$ cat config.mk
export PLATFORM = sky130hd
export DESIGN_NAME = sdram_mode_config_decoder
export DESIGN_NICKNAME = d
export VERILOG_FILES = /design/src/verilog/mode_config_pkg.sv /design/src/verilog/sdram_mode_config_decoder.sv
export SDC_FILE = /design/constraint.sdc
export NUM_CORES = 1
export LEC_CHECK = 0
export BUFFER_PORTS_ARGS = -buffer_cell sky130_fd_sc_hd__buf_2
export CORE_ASPECT_RATIO = 1.1
export CORE_MARGIN = 5
export CORE_UTILIZATION = 54
export DETAILED_ROUTE_END_ITERATION = 7
export PLACE_DENSITY = 0.83
export SYNTH_ARGS = -nofsm -noshare
export SYNTH_HDL_FRONTEND = slang
export SYNTH_SLANG_ARGS = --single-unit
export TNS_END_PERCENT = 100
$ cat constraint.sdc
create_clock -name ref_clk -period 2.6 [get_ports ref_clk]
set_input_delay 0.39 -clock ref_clk [delete_from_list [all_inputs] [get_ports ref_clk]]
set_output_delay 0.39 -clock ref_clk [all_outputs]
set_load 0.005 [all_outputs]
$ cat src/verilog/mode_config_pkg.sv
// Package with field positions, encodings and timing counts of the mode configuration block
package mode_config_pkg;
   // Register widths
   localparam int REG_W = 13;
   // Bank select codes during a load-mode command
   localparam logic [1:0] SEL_BASE = 2'h0;
   localparam logic [1:0] SEL_EXT = 2'h1;
   // Base mode field positions
   localparam int CAS_LO = 4;
   localparam int TEST_BIT = 7;
   localparam int RESTART_BIT = 8;
   localparam int WR_LO = 9;
   localparam int PD_BIT = 12;
   // Extended mode field positions
   localparam int DLL_DIS_BIT = 0;
   localparam int DRIVE_BIT = 1;
   localparam int TERM_LO_BIT = 2;
   localparam int AL_LO = 3;
   localparam int TERM_HI_BIT = 6;
   localparam int CAL_LO = 7;
   localparam int CSTRB_BIT = 10;
   localparam int RSTRB_BIT = 11;
   localparam int OUTDIS_BIT = 12;
   // Reset values
   localparam logic [12:0] BASE_RESET = 13'h0000;
   localparam logic [12:0] EXT_RESET = 13'h0000;
   // Termination values in ohms, zero meaning off
   localparam logic [7:0] TERM_OFF = 8'h00;
   localparam logic [7:0] TERM_75 = 8'h4b;
   localparam logic [7:0] TERM_150 = 8'h96;
   localparam logic [7:0] TERM_50 = 8'h32;
   // Latency ranges
   localparam logic [2:0] CAS_MIN = 3'h3;
   localparam logic [2:0] CAS_MAX = 3'h7;
   localparam logic [2:0] AL_MAX = 3'h6;
   localparam logic [3:0] WR_MIN = 4'h2;
   localparam logic [3:0] WR_MAX = 4'h8;
   // DLL lock time in clocks and termination hold-off after enable
   localparam int DLL_LOCK_CLOCKS = 200;
   localparam logic [7:0] DLL_LOCK_CNT = 8'(DLL_LOCK_CLOCKS);
   localparam logic [3:0] TERM_HOLDOFF_CNT = 4'h8;
endpackage : mode_config_pkg

$ cat src/verilog/sdram_mode_config_decoder.sv
// Mode and extended mode register decode for the memory device
//
// Operation
// RULE_01: Test bit set means nothing else stored.
// RULE_02: Restart bit triggers DLL reset, self-clears.
// RULE_03: Controller waits 200 clocks before READ.
// RULE_04: Auto precharge waits write recovery after burst.
// RULE_05: Controller programs write recovery two to eight.
// RULE_06: Exit style bit picks fast or slow.
// RULE_07: CAS latency three to seven clocks.
// RULE_08: Only whole-clock latencies are supported.
// RULE_09: Controller loads only when idle, then waits.
// RULE_10: Extended register holds until reprogrammed.
// RULE_11: Controller follows DLL enable with reset.
// RULE_12: Self refresh disables, then resets DLL.
// RULE_13: Slow clock without DLL needs precharge-all.
// RULE_14: Reduced drive bit halves output strength.
// RULE_15: Complement strobe disable makes strobe single-ended.
// RULE_16: Read strobe mirrors data strobe on x8.
// RULE_17: Output disable bit turns outputs off.
// RULE_18: Two termination bits pick 50/75/150/none.
// RULE_19: Termination pin honoured in allowed states.
// RULE_20: Controller disables termination before self refresh.
// RULE_21: Termination pin held low eight clocks.
// RULE_22: Calibration field set then cleared by controller.
// RULE_23: Additive latency zero to six clocks.
// RULE_24: Read latency sum, write latency one less.
// RULE_25: Bank bits select the target register.
// RULE_26: Value latched at the load-mode edge.
`timescale 1ns/1ps
module sdram_mode_config_decoder (
   // Clock and reset
   input wire logic ref_clk,
   input wire logic reset,
   // Command decode from the device front end
   input wire logic load_mode_command,
   input wire logic [1:0] bank_sel,
   input wire logic [12:0] addr,
   input wire logic self_refresh_active,
   input wire logic term_state_ok,
   input wire logic is_x8,
   input wire logic burst_write_done,
   input wire logic auto_precharge,
   // Termination control pin
   input wire logic term_ctrl_pin,
   // Decoded controls
   output logic dll_reset_pulse,
   output logic dll_enabled,
   output logic dll_locked,
   output logic dll_frozen_in_pd,
   output logic [2:0] cas_latency,
   output logic [2:0] additive_latency,
   output logic [3:0] read_latency,
   output logic [3:0] write_latency,
   output logic [3:0] write_recovery,
   output logic precharge_go,
   output logic reduced_drive,
   output logic complement_strobe_en,
   output logic read_strobe_en,
   output logic read_complement_en,
   output logic outputs_disabled,
   output logic [7:0] term_ohms,
   output logic term_active,
   output logic test_mode
);
   logic [12:0] base_q; // Stored base mode value
   logic [12:0] ext_q; // Stored extended mode value
   logic restart_q; // Self-clearing restart bit
   logic sr_q; // Previous self refresh level
   logic [7:0] lock_q; // DLL lock counter
   logic [3:0] holdoff_q; // Termination hold-off counter
   logic [3:0] wr_cnt_q; // Write recovery countdown
   logic wr_busy_q; // Recovery countdown running
   logic pin_s1_q; // Termination pin sync stage one
   logic pin_s2_q; // Termination pin sync stage two
   logic base_load; // Base register load this edge
   logic ext_load; // Extended register load this edge
   logic [3:0] wr_dec; // Decoded write recovery
   logic [2:0] cas_dec; // Decoded CAS latency
   logic [2:0] al_dec; // Decoded additive latency
   logic [7:0] term_dec; // Decoded termination value

   // Decode a three-bit latency field, reserved codes give zero
   function automatic logic [2:0] lat_dec(input logic [2:0] code, input logic [2:0] lo,
                                          input logic [2:0] hi);
      lat_dec = (code >= lo && code <= hi) ? code : 3'h0;
   endfunction : lat_dec

   assign base_load = load_mode_command && bank_sel == mode_config_pkg::SEL_BASE; // RULE_25
   assign ext_load = load_mode_command && bank_sel == mode_config_pkg::SEL_EXT; // RULE_25
   // Only integer latencies exist in the encoding
   assign cas_dec = lat_dec(base_q[mode_config_pkg::CAS_LO +: 3], mode_config_pkg::CAS_MIN,
                            mode_config_pkg::CAS_MAX); // RULE_07 RULE_08
   assign al_dec = lat_dec(ext_q[mode_config_pkg::AL_LO +: 3], 3'h0,
                           mode_config_pkg::AL_MAX); // RULE_23
   // Write recovery codes 1..7 mean 2..8 clocks
   always_comb begin
      wr_dec = {1'b0, base_q[mode_config_pkg::WR_LO +: 3]} + 4'h1; // RULE_04
      if (base_q[mode_config_pkg::WR_LO +: 3] == 3'h0) begin
         wr_dec = mode_config_pkg::WR_MIN;
      end
   end
   // Termination switch decode
   always_comb begin
      unique case ({ext_q[mode_config_pkg::TERM_HI_BIT], ext_q[mode_config_pkg::TERM_LO_BIT]})
         2'h1: term_dec = mode_config_pkg::TERM_75; // RULE_18
         2'h2: term_dec = mode_config_pkg::TERM_150; // RULE_18
         2'h3: term_dec = mode_config_pkg::TERM_50; // RULE_18
         default: term_dec = mode_config_pkg::TERM_OFF;
      endcase
   end

   // Base register store, test bit blocks all other fields
   always_ff @(posedge ref_clk or posedge reset) begin
      if (reset) begin
         base_q <= mode_config_pkg::BASE_RESET;
      end else if (base_load) begin // RULE_26
         if (addr[mode_config_pkg::TEST_BIT]) begin
            base_q[mode_config_pkg::TEST_BIT] <= 1'b1; // RULE_01
         end else begin
            base_q <= addr; // RULE_01
         end
      end
   end

   // Extended register store, held until next load
   always_ff @(posedge ref_clk or posedge reset) begin
      if (reset) begin
         ext_q <= mode_config_pkg::EXT_RESET;
      end else if (ext_load) begin // RULE_10 RULE_26
         ext_q <= addr;
      end
   end

   // Restart bit self-clears after one cycle; self refresh exit also restarts
   always_ff @(posedge ref_clk or posedge reset) begin
      if (reset) begin
         restart_q <= 1'b0;
         sr_q <= 1'b0;
      end else begin
         sr_q <= self_refresh_active;
         restart_q <= (base_load && addr[mode_config_pkg::RESTART_BIT]
                       && !addr[mode_config_pkg::TEST_BIT])
                      || (sr_q && !self_refresh_active); // RULE_02 RULE_12
      end
   end

   // DLL lock counter counts the lock time after each restart
   always_ff @(posedge ref_clk or posedge reset) begin
      if (reset) begin
         lock_q <= 8'h00;
      end else if (restart_q) begin
         lock_q <= mode_config_pkg::DLL_LOCK_CNT; // RULE_03
      end else if (lock_q != 8'h00) begin
         lock_q <= lock_q - 8'h01;
      end
   end

   // Termination hold-off after an enabling extended load
   always_ff @(posedge ref_clk or posedge reset) begin
      if (reset) begin
         holdoff_q <= 4'h0;
      end else if (ext_load && (addr[mode_config_pkg::TERM_HI_BIT]
                                || addr[mode_config_pkg::TERM_LO_BIT])) begin
         holdoff_q <= mode_config_pkg::TERM_HOLDOFF_CNT; // RULE_21
      end else if (holdoff_q != 4'h0) begin
         holdoff_q <= holdoff_q - 4'h1;
      end
   end

   // Termination pin synchroniser
   always_ff @(posedge ref_clk or posedge reset) begin
      if (reset) begin
         pin_s1_q <= 1'b0;
         pin_s2_q <= 1'b0;
      end else begin
         pin_s1_q <= term_ctrl_pin;
         pin_s2_q <= pin_s1_q;
      end
   end

   // Write recovery countdown before internal precharge
   always_ff @(posedge ref_clk or posedge reset) begin
      if (reset) begin
         wr_cnt_q <= 4'h0;
         wr_busy_q <= 1'b0;
         precharge_go <= 1'b0;
      end else begin
         precharge_go <= 1'b0;
         if (burst_write_done && auto_precharge) begin
            wr_cnt_q <= wr_dec - 4'h1; // RULE_04
            wr_busy_q <= 1'b1;
         end else if (wr_busy_q) begin
            // Pulse lands exactly the programmed count of edges after the last data
            if (wr_cnt_q == 4'h0) begin
               wr_busy_q <= 1'b0;
               precharge_go <= 1'b1; // RULE_04
            end
            wr_cnt_q <= wr_cnt_q - 4'h1;
         end
      end
   end

   // Registered decoded outputs
   always_ff @(posedge ref_clk or posedge reset) begin
      if (reset) begin
         dll_reset_pulse <= 1'b0;
         dll_enabled <= 1'b0;
         dll_locked <= 1'b0;
         dll_frozen_in_pd <= 1'b0;
         cas_latency <= 3'h0;
         additive_latency <= 3'h0;
         read_latency <= 4'h0;
         write_latency <= 4'h0;
         write_recovery <= 4'h0;
         reduced_drive <= 1'b0;
         complement_strobe_en <= 1'b0;
         read_strobe_en <= 1'b0;
         read_complement_en <= 1'b0;
         outputs_disabled <= 1'b0;
         term_ohms <= 8'h00;
         term_active <= 1'b0;
         test_mode <= 1'b0;
      end else begin
         dll_reset_pulse <= restart_q; // RULE_02
         dll_enabled <= !ext_q[mode_config_pkg::DLL_DIS_BIT] && !self_refresh_active; // RULE_12
         dll_locked <= (lock_q == 8'h00) && !ext_q[mode_config_pkg::DLL_DIS_BIT];
         dll_frozen_in_pd <= base_q[mode_config_pkg::PD_BIT]; // RULE_06
         cas_latency <= cas_dec; // RULE_07
         additive_latency <= al_dec; // RULE_23
         read_latency <= {1'b0, al_dec} + {1'b0, cas_dec}; // RULE_24
         write_latency <= {1'b0, al_dec} + {1'b0, cas_dec} - 4'h1; // RULE_24
         write_recovery <= wr_dec;
         reduced_drive <= ext_q[mode_config_pkg::DRIVE_BIT]; // RULE_14
         complement_strobe_en <= !ext_q[mode_config_pkg::CSTRB_BIT]
                                 && !ext_q[mode_config_pkg::OUTDIS_BIT]; // RULE_15 RULE_17
         read_strobe_en <= is_x8 && ext_q[mode_config_pkg::RSTRB_BIT]
                           && !ext_q[mode_config_pkg::OUTDIS_BIT]; // RULE_16 RULE_17
         read_complement_en <= is_x8 && ext_q[mode_config_pkg::RSTRB_BIT]
                               && !ext_q[mode_config_pkg::CSTRB_BIT]
                               && !ext_q[mode_config_pkg::OUTDIS_BIT]; // RULE_15
         outputs_disabled <= ext_q[mode_config_pkg::OUTDIS_BIT]; // RULE_17
         term_ohms <= term_dec; // RULE_18
         // Pin is ignored while the post-enable hold-off still runs
         term_active <= (term_dec != mode_config_pkg::TERM_OFF) && pin_s2_q
                        && term_state_ok && !self_refresh_active
                        && (holdoff_q == 4'h0); // RULE_19 RULE_21
         test_mode <= base_q[mode_config_pkg::TEST_BIT]; // RULE_01
      end
   end
endmodule : sdram_mode_config_decoder

==> results of run 1 <==
## state kept, by name (all words and copies together), names as in the netlist, 3 cells and up
name              cells
ext_q                10
base_q                8
lock_q                8
term_ohms             5
holdoff_q             4
read_latency          4
wr_cnt_q              4
write_latency         4
write_recovery        4
additive_latency      3
cas_latency           3
## critical path, cell delays in order, from the launching register on
cell and delay [ps]:
dfrtp_1 420, inv_1 90, ha_1 240, nor2b_1 160, or2_2 300, mux2i_1 160, ha_1 200, nand2_1 70
xnor2_1 120, nor2_1 90, a21oi_1 50
## through the flow
| stage | hold WS (ps) | std cells | setup slack (ps) | total power (uW) |
|---|---|---|---|---|
| 2_1_floorplan | 331.2 | 238 | 328.4 | 2294 |
| 3_3_place_gp | 332.8 | 367 | 714.2 | 2562 |
| 3_5_place_dp | 340.3 | 367 | 624.9 | 2615 |
| 4_1_cts | 138.8 | 383 | 583.6 | 3513 |
| 5_1_grt | 137.0 | 383 | 407.7 | 3730 |
| 6_report | 156.7 | 383 | 587.2 | 3476 |
## report_power, final
group	internal (uW)	switching (uW)	total (uW)
clock network	496	390	885
registers	1470	222	1690
logic	466	436	903
## cell type report
type,instances,area share
well taps,75,0.02669
clock buffers,14,0.04626
clock inverters,2,0.009964
flip-flops and latches,74,0.5267
repair buffers,64,0.09324
inverters,15,0.01601
multi-input cells,139,0.2811
## cells by family (layout without fill, tap and decap cells)
family | after synthesis | in the layout | share of synthesized area
flops | 74 | 74 | 0.6285
simple gates | 68 | 68 | 0.1197
compound gates | 31 | 31 | 0.06539
buf+inv | 25 | 95 | 0.03609
mux | 18 | 18 | 0.06836
fa+ha+maj | 11 | 11 | 0.04926
xor+xnor | 11 | 11 | 0.03270
## cell usage in the layout (no fill, tap or decap), types with 2 or more instances in the layout
master | netlist | final
nand2_1 | 14 | 14
nor4_1 | 2 | 2
nor3_1 | 8 | 8
a211oi_1 | 2 | 2
nand2b_1 | 4 | 4
clkbuf_8 | 0 | 11
a21oi_1 | 10 | 10
nand3b_1 | 2 | 2
mux2_2 | 17 | 17
and2_1 | 2 | 2
a21o_1 | 3 | 3
o21ai_0 | 8 | 8
clkbuf_1 | 6 | 3
inv_1 | 15 | 14
nor2_1 | 19 | 19
xnor2_1 | 7 | 7
buf_4 | 3 | 3
ha_1 | 10 | 10
or2_2 | 3 | 3
dfrtp_1 | 74 | 74
buf_2 | 1 | 61
a21boi_0 | 2 | 2
xor2_1 | 4 | 4
nor2b_1 | 7 | 7
## per-layer routing
metal | global-route usage | share of wire
met3 | 0.07143 | 0.075
met5 | 0 | 0
met2 | 0.2703 | 0.49
met1 | 0.2215 | 0.42
met4 | 0.07680 | 0.017
## path summary, 6_finish.rpt
check / end / depth (start not counted)
hold / removal: pin_s1_q / 1
min in group asynchronous: read_latency[2] / 2
setup / recovery: wr_cnt_q[2] / 10
max in group asynchronous: lock_q[1] / 3
setup reg to reg: wr_cnt_q[2] / 10
hold reg to reg: pin_s2_q / 0
==> impl_results.md, run 1 <==
* Status: completed
* Post-DP Area at between 0.003 and 0.004 mm2
* Initial antenna violation count at 0
* Share of the yosys chip area belonging to registers at 0.6285
* Ports at 62
* Final cell utilization of the core at 0.6602
* R2r setup slk at 590 ps
* Synth Register Bits at 74
* Final instance area at about 0.0035 mm2
* Critical Path Start Type: flip-flop
* I/O Buffers at between 60 and 70
* Ys flop type: dfrtp_1
* Post-synthesis average cell area at 12.38 um2
* Routed Antenna Nets at 0
* Lkg Pwr at approximately 0.0017 uW
* Leading area contributor after synthesis: dfrtp_1
* Period utilization at 0.7741
* Synthesized area at around 0.003 mm2
* Post-CTS Setup Inserts at 0
* Slew headroom at 0.4959
* Clock Skews at between 6 and 7 ps
* Die Ht at roughly 87 um
* Reg area at between 0.0015 and 0.002 mm2
* Final net count at roughly 340
* Count leader, synth: dfrtp_1
* RSZ-0062 raised after global routing: false
* Htree depth at 3
* DRT Wirelength at approximately 5.5 mm
* Crit-path max FO at 6
* Min-delay src: term_ctrl_pin
* Vias per inst at 4.922
* Vias at about 1,900
* Routability Congestion at 0.8571
* Ys async rst share at 1.000
* Cell variety after synth at 38
* Fillcell total at approximately 420
* Grt total ovfl at 0
* Wire per inst at roughly 14 um
* Final Hold Fails at 0
* Reg clk slew, reported paths at about 70 ps
* DRC viols at 0
* Die Width at about 80 um
* Die ar. at a little over 0.007 mm2
* Critical Path RT at approximately 2800 ps
* Top cells by count, synth: 74 x dfrtp_1, 19 x nor2_1, 17 x mux2_2, 15 x inv_1, 14 x nand2_1
* Layout cells sized above 1 at 0.3279
* Area contributors post-synth: dfrtp_1 63%, mux2_2 6.5%, ha_1 4.2%
* Multi-input combinational cell area at just under 0.001 mm2
* CTS tree: built
* Post-synth EDFFs at 0
* Arr. time, crit path at between 2000 and 2500 ps
* DR pass1 iterations at 4
* Clock Sinks at 74
* Initial Util at 0.5533
* F_max at between 400 and 500 MHz
* Final setup fails at 0
* Max-slew violations at 0
* Critical Path End Type: flip-flop
* Synth Instances at roughly 240
* Fin crit period at 2013 ps
* Maxcap violations at 0
* Num CTS Buffers at 9
* Setup crit start: base_q[9]
* Post-DP HPWL at approximately 3.9 mm
* Initial DRC count at around 100
* Area share of the largest cell type after synthesis at 0.6285
* Clk_lat worst skew at between 300 and 400 ps
* Hold Crit Class: primary input to flip-flop
* Pin count of the biggest net entering global routing at 39
* Syn nets at about 270
* N_diodes at 0
* Core ar. at about 0.0053 mm2
* Vias in the first global route at 1,985
* Worst-Margin Slew at 755.1 ps
* Setup_tns at 0 ps
* Clock root cell: clkbuf_8
* Area delta synth->final at 19.32%
* Post-CTS sizing at 0
* CTS Hold Buffers Added at 0
* Clk buf depth at 2
* Total track usage at 0.1765
* Power per cell area at 988.7 mW/mm2
* Synth warnings at 0
* Reg-to-reg startpoint: base_q[9]
* First-pass GRT wire length at between 9 and 10 mm
* VDD IR max at 0.7319 mV
* Crit path kind: flip-flop to flip-flop
* Row cnt at 28
(Power assumes the default switching activity.)
==> run 2, diff against run 1 <==
--- a/config.mk
+++ b/config.mk
@@ -8,9 +8,9 @@
 export BUFFER_PORTS_ARGS = -buffer_cell sky130_fd_sc_hd__buf_2
 export CORE_ASPECT_RATIO = 1.1
 export CORE_MARGIN = 5
-export CORE_UTILIZATION = 54
+export CORE_UTILIZATION = 48
 export DETAILED_ROUTE_END_ITERATION = 7
-export PLACE_DENSITY = 0.83
+export PLACE_DENSITY = 0.78
 export SYNTH_ARGS = -nofsm -noshare
 export SYNTH_HDL_FRONTEND = slang
 export SYNTH_SLANG_ARGS = --single-unit
==> constraint.sdc (replaced) <==
create_clock -name ref_clk -period 1.65 [get_ports ref_clk]
set_input_delay 0.2475 -clock ref_clk [delete_from_list [all_inputs] [get_ports ref_clk]]
set_output_delay 0.2475 -clock ref_clk [all_outputs]
set_load 0.005 [all_outputs]
==> impl_results.md, run 2 (synthesized netlist as in run 1, its figures left out) <==
* Status: finished, violations left
* Failing checks: negative hold slack, negative setup slack
* Wire per inst at 13.73 um (-3.6%)
* F_max at 563.7 MHz (+13%)
* Number of flip-flops in the largest register at 10 (unchanged)
* Vias per inst at 4.858 (-1.3%)
* First-pass GRT wire length at 9.259 mm (+0.67%)
* Fin crit period at 1774 ps (-238.7 ps)
* RSZ-0062 raised after global routing: true
* I/O Buffers at 61 (unchanged)
* Initial antenna violation count at 0 (unchanged)
* Worst-path cell chain: inv_2, ha_4, nor2b_4, or2_4, mux2i_1, ha_2, nand2_2, xnor2_2, nor2_1, a21oi_1
* Clock Sinks at 74 (unchanged)
* Initial Util at 0.4846 (-0.06877)
* Routability Congestion at 0.7703 (-10%)
* Critical Path End Type: flip-flop
* Buf/Inv on CP at 1 (unchanged)
* Arr. time, crit path at 2000 ps (-240 ps)
* Slew headroom at 0.7421 (+0.2462)
* Die Width at 84.71 um (+5.3%)
* Setup_tns at -407.6 ps (-407.6 ps)
* CTS tree: built
* Htree depth at 3 (unchanged)
* Grt total ovfl at 0 (unchanged)
* Max-slew violations at 0 (unchanged)
* DR pass1 iterations at 5 (+1)
* Most flops, register: ext_q
* Clock root cell: clkbuf_8
* Commonest cells after routing, fill and taps aside: 74 x dfrtp_1, 61 x buf_2, 21 x buf_4
* Critical Path RT at 1880 ps (-940 ps)
* Worst-Margin Slew at 386.9 ps (-368.2 ps)
* Total track usage at 0.1547 (-0.02190)
* DRT Wirelength at 5.603 mm (+2.7%)
* Biggest regs: ext_q x10, base_q x8, lock_q x8
* Ports at 62 (unchanged)
* Initial DRC count at 85 (-16%)
* Critical Path Start Type: flip-flop
* Vias in the first global route at 2,013 (+1.4%)
* Clock Skews at 9.126 ps (+2.343 ps)
* Num CTS Buffers at 9 (unchanged)
* Slowest CP cell: dfrtp_1
* Area delta synth->final at 26.58%
* Most common cell after layout, fill and taps aside: dfrtp_1
* Reg clk slew, reported paths at 80 ps (about the same)
* Pin count of the biggest net entering global routing at 75 (+92%)
* Core ar. at 0.006081 mm2 (+14%)
* Final Hold Fails at 6 (+6)
* Crit path largest cell delay at 360 ps (-60 ps)
* N_diodes at 0 (unchanged)
* Final setup fails at 4 (+4)
* Clk_lat worst skew at 350 ps (about the same)
* Post-DP HPWL at 3.912 mm (-0.83%)
* Hold Crit Class: primary input to async pin
* VDD IR max at 0.8005 mV (+9.4%)
* Crit-path leading delay family: simple AND/OR/NAND/NOR gates
* Period utilization at 1.075 (+0.3010)
* Crit path kind: flip-flop to flip-flop
* Die Ht at 92.18 um (+5.4%)
* Vias at 1,982 (+5.1%)
* Maxcap violations at 0 (unchanged)
* DRC viols at 0 (unchanged)
* Final setup margin at -124.1 ps (-711.3 ps)
* Min Hold Slack at -18.07 ps (-174.7 ps)
* Clk buf depth at 2 (unchanged)
* Final net count at 358 (+5.9%)
* Crit-path max FO at 3 (-3)
* Die ar. at 0.007808 mm2 (+11%)
* Lkg Pwr at 0.001834 uW (+5.7%)
* Routed Antenna Nets at 0 (unchanged)
* Total Power at 5617 uW (+62%)
* Power per cell area at 1506 mW/mm2 (+52%)
* Row cnt at 30 (+7.1%)
* Layout cells sized above 1 at 0.4116 (+0.08366)
-- run 2: cell count changes in the layout (fill, tap and decap cells not counted), sizes merged --
cell         delta
buf            +19
inv             -1
clkinv          +2
bufinv          -1
clkbuf          -3
clkinvlp        +3
dlygate4sd3     +1
-- run 2: repair_timing --
item | in CTS | in global routing
endpoints found under the hold margin | 1 | 0
setup buffers | 2 | 2
pin swaps | 4 | 8
setup endpoints to repair | 4 | 8
hold buffers | 1 | 0
gates resized for setup | 3 | 5
-- run 2: final timing paths --
| check | from | end | slack, ps | cells after the start |
|---|---|---|---|---|
| worst min-delay path | reset | write_latency[2] | -20 | 3 |
| max in group asynchronous | reset | lock_q[0] | 1350 | 3 |
| min in group ref_clk | self_refresh_active | sr_q | 60 | 1 |
| worst max-delay path | base_q[10] | wr_cnt_q[2] | -120 | 10 |
| worst max register to register | base_q[10] | wr_cnt_q[2] | -120 | 10 |
| worst min register to register | pin_s1_q | pin_s2_q | 370 | 0 |
-- run 2: cell type report --
cell class	count	area (um2)
timing repair buffer	84	493.0
fill	514	2351
clock inverter	5	30.03
inverter	15	60.06
sequential	74	1852
multi-input combinational	139	1054
clock buffer	11	141.4
tap	80	100.1
-- run 2: through the flow --
stage	cell area, um2	instances	utilization	setup WS (ps)
after floorplan	2990	238	-	-66.67
after global placement	3493	387	0.5745	-90.40
after detailed placement	3493	387	0.5745	-171.0
after CTS	3696	406	0.6078	-144.9
after global routing	3730	408	0.6134	-224.1
final	3730	408	0.6134	-124.1
-- run 2: per-layer routing --
metal | global-route usage | up-vias | routed length [um] | part of all wire
met5 | 0 | - | 0 | 0
met4 | 0.06992 | 0 | 125 | 0.022
met3 | 0.05840 | 12 | 344 | 0.061
met2 | 0.2507 | 55 | 2746 | 0.49
met1 | 0.1820 | 956 | 2385 | 0.43
li1 | - | 959 | - | -
-- run 2: worst reg2reg max path, delay by kind of cell (launching register included) --
family                     cells  cell delay, ps
muxes                          1             150
buffers and inverters          1              60
DFF                            1             360
and+or+nand+nor                4             520
xor gates and xnor gates       1             140
AOI/OAI and AO/OA              1              50
adders and majority gates      2             370
-- run 2: power by group --
group          internal (uW)  switching (uW)  total (uW)
clock                    579             658        1240
sequential              2310             353        2660
combinational            946             772        1720
